File: config.mk
export PLATFORM = sky130hd
export DESIGN_NAME = isi_top
export DESIGN_NICKNAME = d
export VERILOG_FILES = /design/src/design/isi_pkg.sv /design/src/design/isi_regmem.sv /design/src/design/isi_top.sv
export SDC_FILE = /design/constraint.sdc
export NUM_CORES = 1
export LEC_CHECK = 0
export BUFFER_PORTS_ARGS = -buffer_cell sky130_fd_sc_hd__buf_2
export CELL_PAD_IN_SITES_DETAIL_PLACEMENT = 1
export CELL_PAD_IN_SITES_GLOBAL_PLACEMENT = 1
export CORE_MARGIN = 2
export CORE_UTILIZATION = 57
export CTS_CLUSTER_SIZE = 25
export DETAILED_ROUTE_END_ITERATION = 12
export PLACE_DENSITY_LB_ADDON = 0.1
export SYNTH_ARGS = -nofsm -noshare
export SYNTH_HDL_FRONTEND = slang
export SYNTH_SLANG_ARGS = --single-unit
File: constraint.sdc
create_clock -name clk -period 5.9 [get_ports clk]
set_clock_uncertainty 0.1 [all_clocks]
set_input_delay 0.59 -clock clk [delete_from_list [all_inputs] [get_ports clk]]
set_output_delay 0.59 -clock clk [all_outputs]
set_load 0.1 [all_outputs]
File: src/design/isi_pkg.sv
// Constants and helper functions for the ISA system interface block
`default_nettype none
package isi_pkg;
  // Register window geometry
  localparam int BANKS = 3;
  localparam int REGS_PER_BANK = 16;
  localparam int WORDS_PER_BANK = 8;
  // Register indices within the 16-byte window
  localparam logic [3:0] REG_CMD = 4'h0;
  localparam logic [3:0] REG_TX_CP = 4'h1;
  localparam logic [3:0] REG_IRQ_SEL = 4'h2;
  localparam logic [3:0] REG_RX_THRESH = 4'h7;
  localparam logic [3:0] REG_CONFIG = 4'h2;
  localparam logic [3:0] REG_IO_BASE = 4'h3;
  localparam logic [3:0] REG_ROM_BASE = 4'h5;
  // Banks that hold the concurrent processing controls
  localparam logic [1:0] BANK_RX = 2'h1;
  localparam logic [1:0] BANK_CFG = 2'h2;
  localparam logic [1:0] BANK_LAST = 2'h2;
  // Field positions
  localparam int CMD_PTR_LSB = 6;
  localparam int TX_CP_BIT = 0;
  localparam int CFG_SOFT_BASE = 0;
  localparam int CFG_SOFT_PD = 1;
  localparam int CFG_AUTO_RELOC = 2;
  localparam int CFG_PNP_4K = 3;
  localparam int CFG_CONFLICT = 7;
  localparam int EN_BIT = 7;
  // Reset values
  localparam logic [7:0] RX_THRESH_RST = 8'h00;
  localparam logic [7:0] IO_BASE_RST = 8'h30;
  localparam logic [7:0] ZERO_BYTE = 8'h00;
  // Relocation step in 16-byte windows, and strap base table origin
  localparam logic [7:0] RELOC_STEP = 8'h02;
  localparam logic [7:0] STRAP_BASE0 = 8'h20;
  // Time the bus lines must settle before the contention check
  localparam int CONF_WAIT_NS = 30;
  localparam int CLK_NS = 10;
  localparam logic [2:0] CONF_WAIT_CYC = 3'((CONF_WAIT_NS + CLK_NS - 1) / CLK_NS);
  // Cycles the host is held off by the ready line on a read
  localparam logic [2:0] RD_WAIT_CYC = 3'h2;

  // Strap code to window base; each code steps by two windows
  function automatic logic [7:0] strap_base(input logic [2:0] s);
    return STRAP_BASE0 + 8'({s, 1'b0});
  endfunction

  // Window hit in the 1K range, or the 4K range with A10/A11 decoded
  function automatic logic window_hit(input logic [11:0] a, input logic [7:0] base,
                                      input logic wide);
    return wide ? (a[11:4] == base) : (a[9:4] == base[5:0]);
  endfunction
endpackage
`default_nettype wire

File: src/design/isi_regmem.sv
// Word-wide register storage for the banked IO window, registered read
`default_nettype none
module isi_regmem
  import isi_pkg::*;
#(
  parameter int DEPTH = BANKS * WORDS_PER_BANK,
  parameter int AW = 5
) (
  // Clock
  input wire logic clk,
  // Write port with byte enables
  input wire logic wr_en,
  input wire logic [AW-1:0] wr_addr,
  input wire logic [1:0] wr_be,
  input wire logic [15:0] wr_data,
  // Read port
  input wire logic [AW-1:0] rd_addr,
  output logic [15:0] rd_data
);
  // No reset on the array; registers that need a reset value are shadowed outside
  logic [15:0] mem [DEPTH];

  // Byte lane writes
  always_ff @(posedge clk)
  begin
    if (wr_en && wr_be[0])
      mem[wr_addr][7:0] <= wr_data[7:0];
    if (wr_en && wr_be[1])
      mem[wr_addr][15:8] <= wr_data[15:8];
  end

  // Read data out of a register
  always_ff @(posedge clk)
  begin
    rd_data <= mem[rd_addr];
  end
endmodule
`default_nettype wire

File: src/design/isi_top.sv
// ISA system interface: IO window decode, banked registers, boot ROM and power-down pins
`default_nettype none
module isi_top
  import isi_pkg::*;
#(
  parameter int AW = 20
) (
  // Clock and reset
  input wire logic clk,
  input wire logic rstn,
  // ISA bus inputs
  input wire logic [AW-1:0] sa,
  input wire logic [15:0] sd_in,
  input wire logic ior_n,
  input wire logic iow_n,
  input wire logic smemr_n,
  input wire logic aen,
  input wire logic sbhe_n,
  input wire logic bus_reset_input,
  input wire logic bus16_strap,
  // ISA bus outputs
  output logic [15:0] sd_out,
  output logic sd_oe,
  output logic iocs16_n_oe,
  output logic iochrdy_oe,
  output logic [7:0] host_irq_lines,
  output logic [7:0] host_irq_lines_oe,
  // Configuration and power pins
  input wire logic [2:0] io_base_straps,
  input wire logic hw_power_down_request,
  input wire logic [2:0] test_port_in,
  output logic [2:0] test_port_seen,
  // Local memory side
  input wire logic local_mem_req,
  input wire logic eeprom_req,
  input wire logic irq_request,
  output logic boot_rom_select_n,
  output logic buffer_ram_select_n,
  output logic config_eeprom_select,
  output logic select_pull_up,
  output logic eeprom_pull_down,
  // Concurrent processing enables and power state
  output logic tx_concurrent_en,
  output logic rx_concurrent_en,
  output logic powered_down
);
  // Pin inputs gathered into one vector and passed through three flops
  localparam int SW = AW + 16 + 14;
  logic [SW-1:0] pin_s1, pin_s2, pin_s3;
  wire [SW-1:0] pin_raw = {sa, sd_in, ior_n, iow_n, smemr_n, aen, sbhe_n,
    bus_reset_input, bus16_strap, io_base_straps, hw_power_down_request, test_port_in};

  // Synchroniser plus one delay stage for edge detection
  always_ff @(posedge clk or negedge rstn)
  begin
    if (!rstn)
    begin
      pin_s1 <= '1;
      pin_s2 <= '1;
      pin_s3 <= '1;
    end
    else
    begin
      pin_s1 <= pin_raw;
      pin_s2 <= pin_s1;
      pin_s3 <= pin_s2;
    end
  end

  // Field split of the synchronised vector
  wire [AW-1:0] a_now = pin_s2[SW-1 -: AW];
  wire [AW-1:0] a_old = pin_s3[SW-1 -: AW];
  wire [15:0] d_now = pin_s2[29:14];
  wire [15:0] d_old = pin_s3[29:14];
  wire ior_now = ~pin_s2[13];
  wire iow_now = ~pin_s2[12];
  wire iow_old = ~pin_s3[12];
  wire smemr_now = ~pin_s2[11];
  wire aen_old = pin_s3[10];
  wire aen_now = pin_s2[10];
  wire hi_lane_old = ~pin_s3[9];
  wire bus_rst = pin_s2[8];
  wire bus16 = pin_s2[7];
  wire [2:0] straps = pin_s2[6:4];
  wire hw_pd = pin_s2[3];
  wire [2:0] test_s = pin_s2[2:0];

  // Control state
  logic [1:0] bank;
  logic tx_cp;
  logic [7:0] rx_thresh;
  logic [7:0] cfg;
  logic [7:0] soft_base;
  logic [7:0] rom_base;
  logic [7:0] irq_sel;
  logic conflict;
  logic [2:0] rd_cnt;

  // Power state: hardware request idles the ISA pins, software the core and the host IRQ line enables
  wire pd = hw_pd | cfg[CFG_SOFT_PD];
  wire isa_live = ~hw_pd;

  // Window base: software value or strap table
  wire [7:0] base = cfg[CFG_SOFT_BASE] ? soft_base : strap_base(straps);
  wire wide = cfg[CFG_PNP_4K];
  wire hit_now = isa_live && !aen_now && window_hit(a_now[11:0], base, wide);
  wire hit_old = isa_live && !aen_old && window_hit(a_old[11:0], base, wide);

  // Cycle edges; writes finish on the trailing edge of the strobe
  wire wr_done = iow_old && !iow_now && hit_old;
  wire rd_active = ior_now && hit_now;
  wire [3:0] wreg = a_old[3:0];
  wire wide_wr = bus16 && hi_lane_old && !wreg[0];
  wire [7:0] lo_byte = d_old[7:0];
  wire [7:0] hi_byte = wide_wr ? d_old[15:8] : d_old[7:0];
  wire [1:0] wr_be = wide_wr ? 2'h3 : (wreg[0] ? 2'h2 : 2'h1);
  wire [15:0] wr_word = {hi_byte, lo_byte};

  // Per-register write strobes for shadowed registers
  function automatic logic wsel(input logic [3:0] r, input logic [1:0] b, input logic [1:0] bk,
                                input logic [3:0] wr, input logic [1:0] be);
    return (bk == b) && (wr[3:1] == r[3:1]) && be[r[0]];
  endfunction
  function automatic logic [7:0] lane(input logic [3:0] r, input logic [15:0] w);
    return r[0] ? w[15:8] : w[7:0];
  endfunction
  wire cmd_any = (wreg[3:1] == REG_CMD[3:1]) && wr_be[0];
  wire [7:0] cmd_byte = lane(REG_CMD, wr_word);
  wire [1:0] ptr_new = cmd_byte[CMD_PTR_LSB +: 2];
  wire w_txcp = wsel(REG_TX_CP, BANK_CFG, bank, wreg, wr_be);
  wire w_rxth = wsel(REG_RX_THRESH, BANK_RX, bank, wreg, wr_be);
  wire w_cfg = wsel(REG_CONFIG, BANK_CFG, bank, wreg, wr_be);
  wire w_base = wsel(REG_IO_BASE, BANK_CFG, bank, wreg, wr_be);
  wire w_rom = wsel(REG_ROM_BASE, BANK_CFG, bank, wreg, wr_be);
  wire w_irq = wsel(REG_IRQ_SEL, BANK_RX, bank, wreg, wr_be);
  wire [7:0] cfg_byte = lane(REG_CONFIG, wr_word);
  wire [7:0] txcp_byte = lane(REG_TX_CP, wr_word);

  // Contention: our driven data read back different once settled. The readback
  // passes the two-flop synchroniser, so it is compared one cycle after the
  // settle count, when it shows the array data and not the first stale word
  localparam logic [2:0] CONF_SAMPLE_CYC = CONF_WAIT_CYC + 3'h1;
  wire conflict_seen = sd_oe && (rd_cnt == CONF_SAMPLE_CYC) &&
                       (d_now[7:0] != sd_out[7:0]);
  wire conflict_clr = wr_done && w_cfg && cfg_byte[CFG_CONFLICT];

  // Register storage for unshadowed registers
  logic [15:0] mem_rd;
  isi_regmem u_mem (
    .clk(clk),
    .wr_en(wr_done),
    .wr_addr(5'({bank, 3'(wreg[3:1])})),
    .wr_be(wr_be),
    .wr_data(wr_word),
    .rd_addr(5'({bank, 3'(a_now[3:1])})),
    .rd_data(mem_rd)
  );

  // Read view of one register: shadows override the array
  function automatic logic [7:0] rview(input logic [3:0] r, input logic [1:0] b,
                                       input logic [15:0] m);
    logic [7:0] v;
    v = lane(r, m);
    if (r == REG_CMD)
      v = {bank, v[5:0]};
    else if (b == BANK_CFG && r == REG_TX_CP)
      v = {7'h00, tx_cp};
    else if (b == BANK_CFG && r == REG_CONFIG)
      v = {conflict, cfg[6:0]};
    else if (b == BANK_CFG && r == REG_IO_BASE)
      v = base;
    else if (b == BANK_CFG && r == REG_ROM_BASE)
      v = rom_base;
    else if (b == BANK_RX && r == REG_RX_THRESH)
      v = rx_thresh;
    else if (b == BANK_RX && r == REG_IRQ_SEL)
      v = irq_sel;
    return v;
  endfunction
  wire [3:0] rreg = a_now[3:0];
  // Process form, so that the shadow registers read inside the function wake it too
  logic [7:0] rd_lo;
  logic [7:0] rd_hi;
  always_comb
  begin
    rd_lo = rview(rreg, bank, mem_rd);
    rd_hi = rview(rreg | 4'h1, bank, mem_rd);
  end
  wire [15:0] next_sd_out = (bus16 && !rreg[0]) ? {rd_hi, rd_lo} : {rd_lo, rd_lo};

  // Boot ROM decode on 16K blocks
  wire rom_hit = isa_live && smemr_now && !aen_now && rom_base[EN_BIT] &&
                 (a_now[AW-1 -: 6] == rom_base[5:0]);

  // Register updates; bus reset clears them too, and stays live in power-down
  always_ff @(posedge clk or negedge rstn)
  begin
    if (!rstn)
    begin
      bank <= 2'h0;
      tx_cp <= 1'b0;
      rx_thresh <= RX_THRESH_RST;
      cfg <= ZERO_BYTE;
      soft_base <= IO_BASE_RST;
      rom_base <= ZERO_BYTE;
      irq_sel <= ZERO_BYTE;
    end
    else if (bus_rst)
    begin
      bank <= 2'h0;
      tx_cp <= 1'b0;
      rx_thresh <= RX_THRESH_RST;
      cfg <= ZERO_BYTE;
      soft_base <= IO_BASE_RST;
      rom_base <= ZERO_BYTE;
      irq_sel <= ZERO_BYTE;
    end
    else
    begin
      // Pointer value beyond the last bank is ignored
      if (wr_done && cmd_any && ptr_new <= BANK_LAST)
        bank <= ptr_new;
      if (wr_done && w_txcp)
        tx_cp <= txcp_byte[TX_CP_BIT];
      if (wr_done && w_rxth)
        rx_thresh <= lane(REG_RX_THRESH, wr_word);
      if (wr_done && w_cfg)
        cfg <= {1'b0, cfg_byte[6:0]};
      // Relocation steps two windows on and moves to the software base
      if (conflict_seen && cfg[CFG_AUTO_RELOC])
      begin
        soft_base <= base + RELOC_STEP;
        cfg[CFG_SOFT_BASE] <= 1'b1;
      end
      else if (wr_done && w_base)
        soft_base <= lane(REG_IO_BASE, wr_word);
      if (wr_done && w_rom)
        rom_base <= lane(REG_ROM_BASE, wr_word);
      if (wr_done && w_irq)
        irq_sel <= lane(REG_IRQ_SEL, wr_word);
    end
  end

  // Sticky conflict flag; a new conflict wins over a clear in the same cycle
  always_ff @(posedge clk or negedge rstn)
  begin
    if (!rstn)
      conflict <= 1'b0;
    else if (conflict_seen)
      conflict <= 1'b1;
    else if (conflict_clr || bus_rst)
      conflict <= 1'b0;
  end

  // Read cycle: hold off the host until the array data is through
  always_ff @(posedge clk or negedge rstn)
  begin
    if (!rstn)
    begin
      rd_cnt <= 3'h0;
      sd_oe <= 1'b0;
      sd_out <= 16'h0000;
      iochrdy_oe <= 1'b0;
      iocs16_n_oe <= 1'b0;
    end
    else
    begin
      rd_cnt <= rd_active ? (rd_cnt == 3'h7 ? rd_cnt : rd_cnt + 3'h1) : 3'h0;
      sd_oe <= rd_active;
      sd_out <= rd_active ? next_sd_out : sd_out;
      iochrdy_oe <= rd_active && (rd_cnt < RD_WAIT_CYC);
      iocs16_n_oe <= hit_now && bus16 && !a_now[0];
    end
  end

  // Pin states and enables
  always_ff @(posedge clk or negedge rstn)
  begin
    if (!rstn)
    begin
      boot_rom_select_n <= 1'b1;
      buffer_ram_select_n <= 1'b1;
      config_eeprom_select <= 1'b0;
      select_pull_up <= 1'b0;
      eeprom_pull_down <= 1'b0;
      test_port_seen <= 3'h0;
      host_irq_lines <= 8'h00;
      host_irq_lines_oe <= 8'h00;
      tx_concurrent_en <= 1'b0;
      rx_concurrent_en <= 1'b0;
      powered_down <= 1'b0;
    end
    else
    begin
      boot_rom_select_n <= pd | ~rom_hit;
      buffer_ram_select_n <= pd | ~local_mem_req;
      select_pull_up <= pd;
      config_eeprom_select <= ~pd & eeprom_req;
      eeprom_pull_down <= pd;
      // Test inputs frozen while powered down so toggling has no effect
      test_port_seen <= pd ? test_port_seen : test_s;
      host_irq_lines <= {8{irq_request}};
      host_irq_lines_oe <= (pd || !irq_sel[EN_BIT]) ? 8'h00 : 8'(8'h01 << irq_sel[2:0]);
      tx_concurrent_en <= tx_cp;
      rx_concurrent_en <= (rx_thresh != ZERO_BYTE);
      powered_down <= pd;
    end
  end
endmodule
`default_nettype wire

======== Word level (Yosys, flattened, before mapping) ========
Memory sizes are Yosys's and may differ from the RTL's. A register that Yosys moved wholly into a read port is not among the register bits.
Cells that the tools add are included.
operators by class
  shift operators ......................... 1
  reduce and logical (&&, ||, !) cells .... 74
  eq/ne operators ......................... 22
  add/sub/neg operators ................... 3
  magnitude comparators ................... 2
  multiplexer cells ....................... 45
  bitwise logic cells ..................... 12
operators with widths
  kind                                                               count
  8-bit two-way mux                                                  25
  1-bit logical AND                                                  53
  6-bit == test                                                      3
  8-bit == test                                                      2
  16-bit two-way mux                                                 1
  7-bit two-way mux                                                  2
  2-bit nonzero test                                                 7
  3-bit by 2-bit == test with 1-bit output, second input constant    4
  1-bit two-way mux                                                  11
  8-bit by 2-bit adder with 8-bit output, second input constant      1
  4-bit by 2-bit == test with 1-bit output, second input constant    2
  4-bit by 3-bit == test with 1-bit output, second input constant    2
  4-bit zero test                                                    2
  2-bit two-way mux                                                  4
  8-bit != test                                                      1
  1-bit NOT                                                          8
  8-bit nonzero test                                                 1
  1-bit by 3-bit << shifter with 8-bit output, first input constant  1
  6-bit by 4-bit adder with 7-bit output, first input constant       1
  3-bit by 1-bit == test with 1-bit output, second input constant    2
  3-bit == test, second input constant                               2
  3-bit zero test                                                    2
  3-bit two-way mux                                                  2
  3-bit nonzero test                                                 2
  other kinds (11)                                                   18
storage, ports and cells
  output and inout port bits .............. 46
  memory bits (writable) .................. 384
  flip-flop bits (word level) ............. 225
  memories kept ........................... 1
memory list
  memory     depth  width  read ports  clocked after Yosys merged registers in  wr ports  RTL line          source
  u_mem.mem  24     16     1           1                                        1         isi_regmem.sv:21  logic [15:0] mem [DEPTH];

======== Longest topological paths before layout ========
Gate-level depths: netlist of run 1.
  word-level depth ........................ 11
  depth in mapped cells ................... 10
  mapped depth without buffers ............ 8

======== Hierarchy ========
Synthesis of run 1 repeated with hierarchy kept, for this count alone.
second synthesis, totals
  cell total of the unflattened synthesis .. 1503
  area, all modules ....................... 24293.3 um2
modules (own cells, without submodules)
  module      cells each  area an instance (um2)  times used  sequential area each (um2)
  isi_regmem  756         15388.5                 1           11851.4
  isi_top     747         8904.8                  1           5418.9

======== Least setup slack after synthesis of run 1 ========
Ideal clock, no wire load.
  kind .................................... register to register
  start ................................... register pin_s2[12]
  end ..................................... memory u_mem.mem[13][10] (enable)
  period minus slack after synthesis ...... 3.221 ns
  arrival ................................. 2.738 ns
  required time ........................... 5.417 ns
  path slack .............................. 2.679 ns
  setup time .............................. 0.383 ns
  cell stages (with the launch flop) ...... 7
  path buffers ............................ 1
  path through ............................ dfstp_2 or4b_1 a221o_1 a211oi_4 nand3_1 clkbuf_1 nor3_1
between the ends
  longest elaborated chain between the ends .. 5
ends and longest elaborated chain
  element                                  RTL line          source
  from (decl)                              isi_top.sv:49     logic [SW-1:0] pin_s1, pin_s2, pin_s3;
  from (signal assigned)                   isi_top.sv:65     pin_s2 <= pin_s1;
  1-bit logical AND (2 in series)          isi_top.sv:110    wire wr_done = iow_old && !iow_now && hit_old;
  1-bit logical AND                        isi_regmem.sv:28  if (wr_en && wr_be[1])
  1-bit two-way mux                        isi_regmem.sv:28
  1-bit two-way mux (implied by the code)  isi_regmem.sv:29  mem[wr_addr][15:8] <= wr_data[15:8];
  to (decl)                                isi_regmem.sv:21
No other way between the ends.

======== Worst setup path in the final report of run 1 ========
  start ................................... register cfg[0]
  end ..................................... memory u_mem.mem[18][2] (enable)
between the ends
  longest elaborated chain between the ends .. 8
  elaborated cells on any way between the ends .. 9
  classes of those cells .................. eq/ne: 2; mux: 4; reduce/logical: 3
ends and longest elaborated chain
  element                                                RTL line          source
  from (decl)                                            isi_top.sv:92     logic [7:0] cfg;
  from (signal assigned)                                 isi_top.sv:228    cfg <= {1'b0, cfg_byte[6:0]};
  8-bit two-way mux (*)                                  isi_top.sv:104    wire [7:0] base = cfg[CFG_SOFT_BASE] ? soft_base : strap_base(straps);
  8-bit == test / 6-bit == test (equally long branches)  isi_pkg.sv:51     return wide ? (a[11:4] == base) : (a[9:4] == base[5:0]);
  1-bit two-way mux (*)                                  isi_pkg.sv:51
  1-bit logical AND (*)                                  isi_top.sv:107    wire hit_old = isa_live && !aen_old && window_hit(a_old[11:0], base, wide);
  1-bit logical AND (*)                                  isi_top.sv:110
  1-bit logical AND (*)                                  isi_regmem.sv:26  if (wr_en && wr_be[0])
  1-bit two-way mux (*)                                  isi_regmem.sv:26
  1-bit two-way mux (implied by the code) (*)            isi_regmem.sv:27  mem[wr_addr][7:0] <= wr_data[7:0];
Mark *: on every way between the ends. The rest lies on a longest branch, timed or not.

==> results of run 1 <==
-- through the flow --
stage                     total power, mW  utilization [%]
after global routing                 9.14             66.5
final                                8.92             66.5
after CTS                            8.95             66.5
after detailed placement             5.27             60.7
after floorplan                      5.07                -
after global placement               5.25             60.7
-- area by class of cell --
class                      count  share of cell area, %
multi-input combinational    681                   22.5
sequential                   610                   63.3
timing repair buffer         178                   4.54
inverter                      19                  0.261
tap                          532                   2.44
clock inverter                40                   1.07
clock buffer                  70                   5.83
-- cell usage in the layout (no fill, tap or decap), types with 12 or more instances in the layout --
cell           synthesis  final
mux4_2               112    112
nand2_1               64     64
edfxtp_1             384    384
dfxtp_1               16     16
nor3_1                35     35
nor2_1               112    112
buf_2                 18     98
a21oi_1               26     26
dfstp_2              131    129
mux2i_1               59     59
inv_1                 18     18
nand2b_1              16     16
dfrtp_1               79     79
clkbuf_16              0     60
dlygate4sd3_1          0     51
buf_4                  9     27
mux2_2                15     15
nor2b_1               12     12
nand3_1               15     15
clkinv_2               0     12
clkinv_1               1     18
o21ai_0               41     40
xnor2_1               17     17
-- power breakdown --
group	switching (mW)	total, mW	internal [mW]
logic	0.308	0.473	0.165
registers	0.0875	4.74	4.66
clock network	1.66	3.71	2.05
total	2.05	8.92	6.87
-- sequential cells by signal, indices dropped and copies added (netlist names), 2 cells and up --
name and flops:
host_irq_lines_oe 8, pin_s3 31, test_port_seen 3, cfg 7
irq_sel 8, rom_base 8, rd_cnt 3, pin_s2 48
soft_base 8, u_mem.mem 384, bank 2, sd_out 16
rx_thresh 8, pin_s1 48, u_mem.rd_data 16
-- per-layer routing --
| metal | share of wire (%) | up-vias |
|---|---|---|
| met2 | 51 | 480 |
| met3 | 6.2 | 119 |
| li1 | - | 5666 |
| met4 | 2.6 | 0 |
| met1 | 40 | 7098 |
| met5 | 0 | - |
-- kinds of logic (layout without fill, tap and decap cells) --
| logic type | count (synthesis) | after routing |
|---|---|---|
| xor gates and xnor gates | 26 | 26 |
| buffers and inverters | 98 | 307 |
| and+or+nand+nor | 318 | 318 |
| muxes | 186 | 186 |
| DFF | 610 | 610 |
| adders and majority gates | 4 | 4 |
| AOI/OAI and AO/OA | 147 | 147 |
-- worst max-delay path by stage --
stage,endpoint,slack [ns],cells after the start,from
after floorplan,u_mem.mem[13][10]$_DFFE_PP_,2.68,6,pin_s2[12]$_DFF_PN1_
after global placement,u_mem.mem[11][7]$_DFFE_PP_,2.01,6,cfg[0]$_DFFE_PN0P_
after detailed placement,u_mem.mem[11][6]$_DFFE_PP_,1.92,6,cfg[0]$_DFFE_PN0P_
after CTS,u_mem.mem[18][4]$_DFFE_PP_,1.76,6,cfg[0]$_DFFE_PN0P_
after global routing,u_mem.mem[22][6]$_DFFE_PP_,1.60,6,cfg[0]$_DFFE_PN0P_
final,u_mem.mem[18][2]$_DFFE_PP_,1.69,6,cfg[0]$_DFFE_PN0P_
-- repair_timing --
| action | in CTS | in global routing |
|---|---|---|
| endpoints found under the hold margin | 103 | 0 |
| setup buffers | 0 | 0 |
| hold buffers | 51 | 0 |
==> results.yml, run 1 <==
global_route:
  grt-busiest-layer: "met2"
  grt_usage_pct: 29.9
  met3_usage_pct: 5.09
  grt_max_degree: 100
  grt_pass1_vias: 14747
  antenna_found_initial: 2
  grt-ovfl-total: 0
  met1_usage_pct: 40.9
  grt_util_met2_pct: 50.1
  grt_first_pass_wirelength_um: 95400
worst_setup_path:
  critPathArrivalTime_ns: 4.36
  critPathSlowestCell: "dfrtp_1"
  start_kind: "flop"
  cp-end-kind: "flop"
  rrSetupSlack_ns: 1.69
  cp.required_ns: 6.04
  critPathBufInv: 0
  reg2reg_from: "cfg[0]$_DFFE_PN0P_"
  ff2ff_path_depth: 6
  cp_max_fo: 21
  reg2reg_to: "u_mem.mem[18][2]$_DFFE_PP_"
  crit_family: "simple AND/OR/NAND/NOR gates"
  crit_chain: "mux2_2 > xnor2_1 > o2111a_1 > nand2_1 > or3_1 > nor2_1"
  critPathKind: "reg -> reg"
  slowest_delay_ns: 0.83
pwr:
  p_leak_nw: 10.1
  irDropWorstVdd_v: 0.000297
  power_density_nw_per_um2: 327
logic_synthesis:
  synth-simple-area-share_pct: 6.61
  syn_nets: 1448
  synth_area_leaders: "edfxtp_1 48%, dfstp_2 14%, mux4_2 11%, dfrtp_1 8.3%, mux2i_1 2.5%"
  async_flop_share_pct: 34.4
  ys_ff_latch: 610
  yosysWarnings: 0
  synth.most_common_cell: "edfxtp_1"
  synthAdderAreaFrac_pct: 0.210
  synthMuxAreaShare_pct: 13.8
  synth_compound_area_share_pct: 4.21
  netlist_top_cells_count: "384 x edfxtp_1, 131 x dfstp_2, 112 x mux4_2, 112 x nor2_1, 79 x dfrtp_1"
  synth_xor_area_share_pct: 0.955
  syn_area_sq_um: 23800
  synth-edff-count: 384
  synth_cell_types: 70
  synth_largest_area_cell: "edfxtp_1"
  synth_ff_type: "edfxtp_1"
  synth_top_family_by_area: "multiplexers"
  synthCells: 1389
  synth_top_area_share_pct: 48.4
  synth_seq_area_share_pct: 72.4
  syn_area_per_cell_sq_um: 17.2
floorplan:
  io_pins: 101
  core_sq_um: 41000
  std_cell_rows: 74
  dieArea_sq_um: 43500
  die_y_um: 209
  initial_core_util_pct: 58.1
  die_w_um: 209
timing:
  fin_crit_sh_pct: 71.4
  finalSetupTns_ns: 0
  tightest_slew_ns: 1.27
  maxSlewViolCount: 0
  relSlewSlack_pct: 15.6
  worst_slack_ns: 1.69
  whs_ns: 0.0742
  grt_setup_unrepaired: "no"
  setup_violations: 0
  finalHoldViolCount: 0
  fmax_mhz: 237
  min_period_ns: 4.21
layout:
  syn2layout_area_growth_pct: 14.4
  fill_cells: 3485
  nets: 1607
  diodes: 0
  seq_area_sq_um: 17300
  drive_above_1_share_pct: 30.2
  final_cells: 2130
  multi_input_area_sq_um: 6140
  stdcell_area_sq_um: 27300
placement:
  place.detailed.hpwl_um: 37800
  dp_cells: 1968
  gp_congestion: 0.907
  place_area_sq_um: 24900
  portBuffers: 98
  place_ws_ns: 1.92
detailed_routing:
  vias: 13363
  routed_wl_um: 62600
  wl_per_cell_um: 29.4
  drt-initial-drc-count: 1253
  drcViolationCount: 0
  dr.pass1.iters: 7
  viasPerCell: 6.27
  ant_nets: 0
clock_network:
  cts_resized: 0
  cts_sinks: 610
  h-tree-depth: 2
  clk_pin_slew_ns: 0.06
  worst_skew_pair.late_latency_ns: 0.64
  cts_buffers: 58
  cts_buffer_depth: 3
  cts_tree: "built"
  root_buffer: "clkbuf_16"
worst_hold_path:
  worstHoldStart: "eeprom_req"
  min_to: "config_eeprom_select$_DFF_PN0_"
  hp-class: "in -> reg"
  min_path_cells: 2
run_status:
  status: "finished, final reports clean"
job:
  maxCapViolCount: 0
Note: power is estimated with default switching activity, not from simulation.
==> run 2: changes to the inputs <==
--- a/config.mk
+++ b/config.mk
@@ -5,11 +5,12 @@
 export SDC_FILE = /design/constraint.sdc
 export NUM_CORES = 1
 export LEC_CHECK = 0
+export ABC_AREA = 1
 export BUFFER_PORTS_ARGS = -buffer_cell sky130_fd_sc_hd__buf_2
 export CELL_PAD_IN_SITES_DETAIL_PLACEMENT = 1
 export CELL_PAD_IN_SITES_GLOBAL_PLACEMENT = 1
 export CORE_MARGIN = 2
-export CORE_UTILIZATION = 57
+export CORE_UTILIZATION = 45
 export CTS_CLUSTER_SIZE = 25
 export DETAILED_ROUTE_END_ITERATION = 12
 export PLACE_DENSITY_LB_ADDON = 0.1
==> constraint.sdc (replaced) <==
create_clock -name clk -period 3.6 [get_ports clk]
set_clock_uncertainty 0.1 [all_clocks]
set_input_delay 0.36 -clock clk [delete_from_list [all_inputs] [get_ports clk]]
set_output_delay 0.36 -clock clk [all_outputs]
set_load 0.1 [all_outputs]
==> run 2 against run 1 <==
- register-to-register slack worse by 0.95 ns
- worst hold slack better by 0.18 ns
- sequential power is 64% higher
- critical path depth is 8 higher
- global-route usage is 4.9 points lower
- non-clock buffer count is 42 higher
- final cell count is 35% higher
- synthesized area hardly changed
- highest routed layer is now met5
- die area is 26% higher
- largest power group unchanged
- critical path type unchanged
- via count is 19% higher
==> results.yml, run 2 <==
clock_network:
  cts_resized: 0
  h-tree-depth: 3
  cts_buffer_depth: 3
  cts_tree: "built"
  cts_buffers: 67
  clk_pin_slew_ns: 0.06
  worst_skew_pair.late_latency_ns: 0.60
  cts_sinks: 610
  root_buffer: "clkbuf_16"
worst_setup_path:
  cp_max_fo: 13
  critPathBufInv: 2
  crit_top_cell: "nand2_1"
  rrSetupSlack_ns: 0.74
  critPathKind: "reg -> reg"
  start_kind: "flop"
  crit_family: "simple AND/OR/NAND/NOR gates"
  cp.required_ns: 4.00
  cp-end-kind: "flop"
  critPathSlowestCell: "dfrtp_1"
  critPathArrivalTime_ns: 3.26
  crit_chain: "nand2_1 > nor2_1 > nand2_1 > inv_2 > nand2_1 > nand2_1 > inv_1 > nand2_1 > nand2_1 > nand2_1 > nand2_1 > nand2_1 > nand2_1 > o21ai_1"
  slowest_delay_ns: 0.72
placement:
  place.detailed.hpwl_um: 43600
  place_area_sq_um: 25400
  gp_congestion: 0.896
  portBuffers: 98
floorplan:
  initial_core_util_pct: 45.5
  std_cell_rows: 84
  core_sq_um: 52400
  die_y_um: 234
  die_w_um: 234
  dieArea_sq_um: 54800
  io_pins: 101
layout:
  fill_cells: 5340
  largest_reg_flops: 384
  reg_top3: "u_mem.mem: 384 flops, pin_s1: 48 flops, pin_s2: 48 flops"
  nets: 2205
  largest_register: "u_mem.mem"
  drive_above_1_share_pct: 20.7
  syn2layout_area_growth_pct: 18.0
  layout_commonest_cell: "nand2_1"
  final_cell_mix: "464 x nand2_1, 384 x edfxtp_1, 181 x nand3_1, 142 x a22oi_1, 131 x dfstp_2"
  stdcell_area_sq_um: 28100
  diodes: 0
timing:
  fmax_mhz: 350
  relSlewSlack_pct: 42.4
  finalSetupTns_ns: 0
  setup_violations: 0
  tightest_slew_ns: 0.864
  grt_setup_unrepaired: "no"
  fin_crit_sh_pct: 79.5
  min_period_ns: 2.86
  whs_ns: 0.251
  maxSlewViolCount: 0
  finalHoldViolCount: 0
logic_synthesis:
  synth_ff_type: "edfxtp_1"
  syn_area_per_cell_sq_um: 12.3
  synth_area_leaders: "edfxtp_1 48%, dfstp_2 14%, dfrtp_1 8.3%, nand2_1 7.3%, a22oi_1 4.5%"
  synth_largest_area_cell: "edfxtp_1"
  yosysWarnings: 0
  syn_nets: 2005
  synth_cell_types: 43
  synth_seq_area_share_pct: 72.4
  synth_top_area_share_pct: 48.4
  async_flop_share_pct: 34.4
  synth.most_common_cell: "nand2_1"
  netlist_top_cells_count: "464 x nand2_1, 384 x edfxtp_1, 181 x nand3_1"
  ys_ff_latch: 610
  synth-edff-count: 384
  syn_area_sq_um: 23800
  synthCells: 1946
global_route:
  antenna_found_initial: 1
  grt_max_degree: 96
  grt_first_pass_wirelength_um: 102000
  grt_usage_pct: 25.1
  grt-ovfl-total: 0
  grt_pass1_vias: 16768
detailed_routing:
  ant_nets: 0
  wl_per_cell_um: 23.4
  vias: 15909
  drt-initial-drc-count: 1409
  drcViolationCount: 0
  routed_wl_um: 67400
  dr.pass1.iters: 5
  viasPerCell: 5.51
pwr:
  irDropWorstVdd_v: 0.000396
  p_leak_nw: 11.0
  power_density_nw_per_um2: 559
run_status:
  status: "finished, final reports clean"
job:
  maxCapViolCount: 0
worst_hold_path:
  hp-class: "reg -> reg"
-- run 2: changes by cell type after synthesis, sizes merged, moves of 36 or more --
| cell | delta |
|---|---|
| a22oi | +138 |
| inv | +93 |
| mux2i | -59 |
| mux4 | -112 |
| nand2 | +410 |
| nand3 | +169 |
| nand4 | +36 |
-- run 2: layout make-up --
class | count | area [sq um] | share of cell area [%]
well taps | 688 | 861 | 3.06
clock inverters | 33 | 293 | 1.04
inverters | 115 | 432 | 1.53
repair buffers | 220 | 1620 | 5.76
flip-flops and latches | 610 | 17300 | 61.4
clock buffers | 88 | 1910 | 6.77
multi-input cells | 1132 | 5750 | 20.4
-- run 2: kinds of logic after synthesis --
group | count (synthesis) | synth area share [%]
AND/OR/NAND/NOR | 875 | 16.5
flip-flops | 610 | 72.4
buffers and inverters | 204 | 3.55
AO/OA/AOI/OAI | 239 | 6.84
adder cells (fa/ha/maj) | 4 | 0.210
XOR/XNOR | 14 | 0.514
-- run 2: final timing paths --
check                                                  to                  from  cells after the start
setup / recovery                    sd_out[1]$_DFFE_PN0P_   bank[1]$_DFFE_PN0P_                     14
hold / removal                       pin_s2[38]$_DFF_PN1_  pin_s1[38]$_DFF_PN1_                      0
setup reg to reg                    sd_out[1]$_DFFE_PN0P_   bank[1]$_DFFE_PN0P_                     14
hold reg to reg                      pin_s2[38]$_DFF_PN1_  pin_s1[38]$_DFF_PN1_                      0
max in group asynchronous        soft_base[5]$_DFFE_PN1P_                  rstn                      3
min in group asynchronous  host_irq_lines_oe[4]$_DFF_PN0_                  rstn                      2
-- run 2: per-layer routing --
metal / up-vias / wire length (um) / GRT usage, %
met1: 8128 / 30200 / 35.1
li1: 7251 / - / -
met5: - / 10 / 0
met3: 106 / 3450 / 4.21
met2: 422 / 32000 / 39.8
met4: 2 / 1820 / 8.74
-- run 2: power by group --
part / leakage, nW / switching (mW) / internal (mW)
Combinational: 3.90 / 0.804 / 0.271
Clock: 1.09 / 2.78 / 4.09
Sequential: 6.04 / 0.115 / 7.66
-- run 2: per-stage QoR --
stage                     cells  power, mW  utilization (%)  setup slack [ns]
after floorplan            1946       8.51                -              1.05
final                      2886       15.7             53.6             0.740
after global placement     2713       8.91             48.5             0.838
after global routing       2886       16.2             53.6             0.453
after detailed placement   2713       8.94             48.5             0.769
after CTS                  2886       15.9             53.6             0.754
-- run 2: repair_timing --
| action | 4_1_cts | 5_1_grt |
|---|---|---|
| endpoints found under the setup margin | 0 | 0 |
| setup buffers | 0 | 0 |
| hold buffers | 52 | 0 |
| hold endpoints to repair | 84 | 0 |
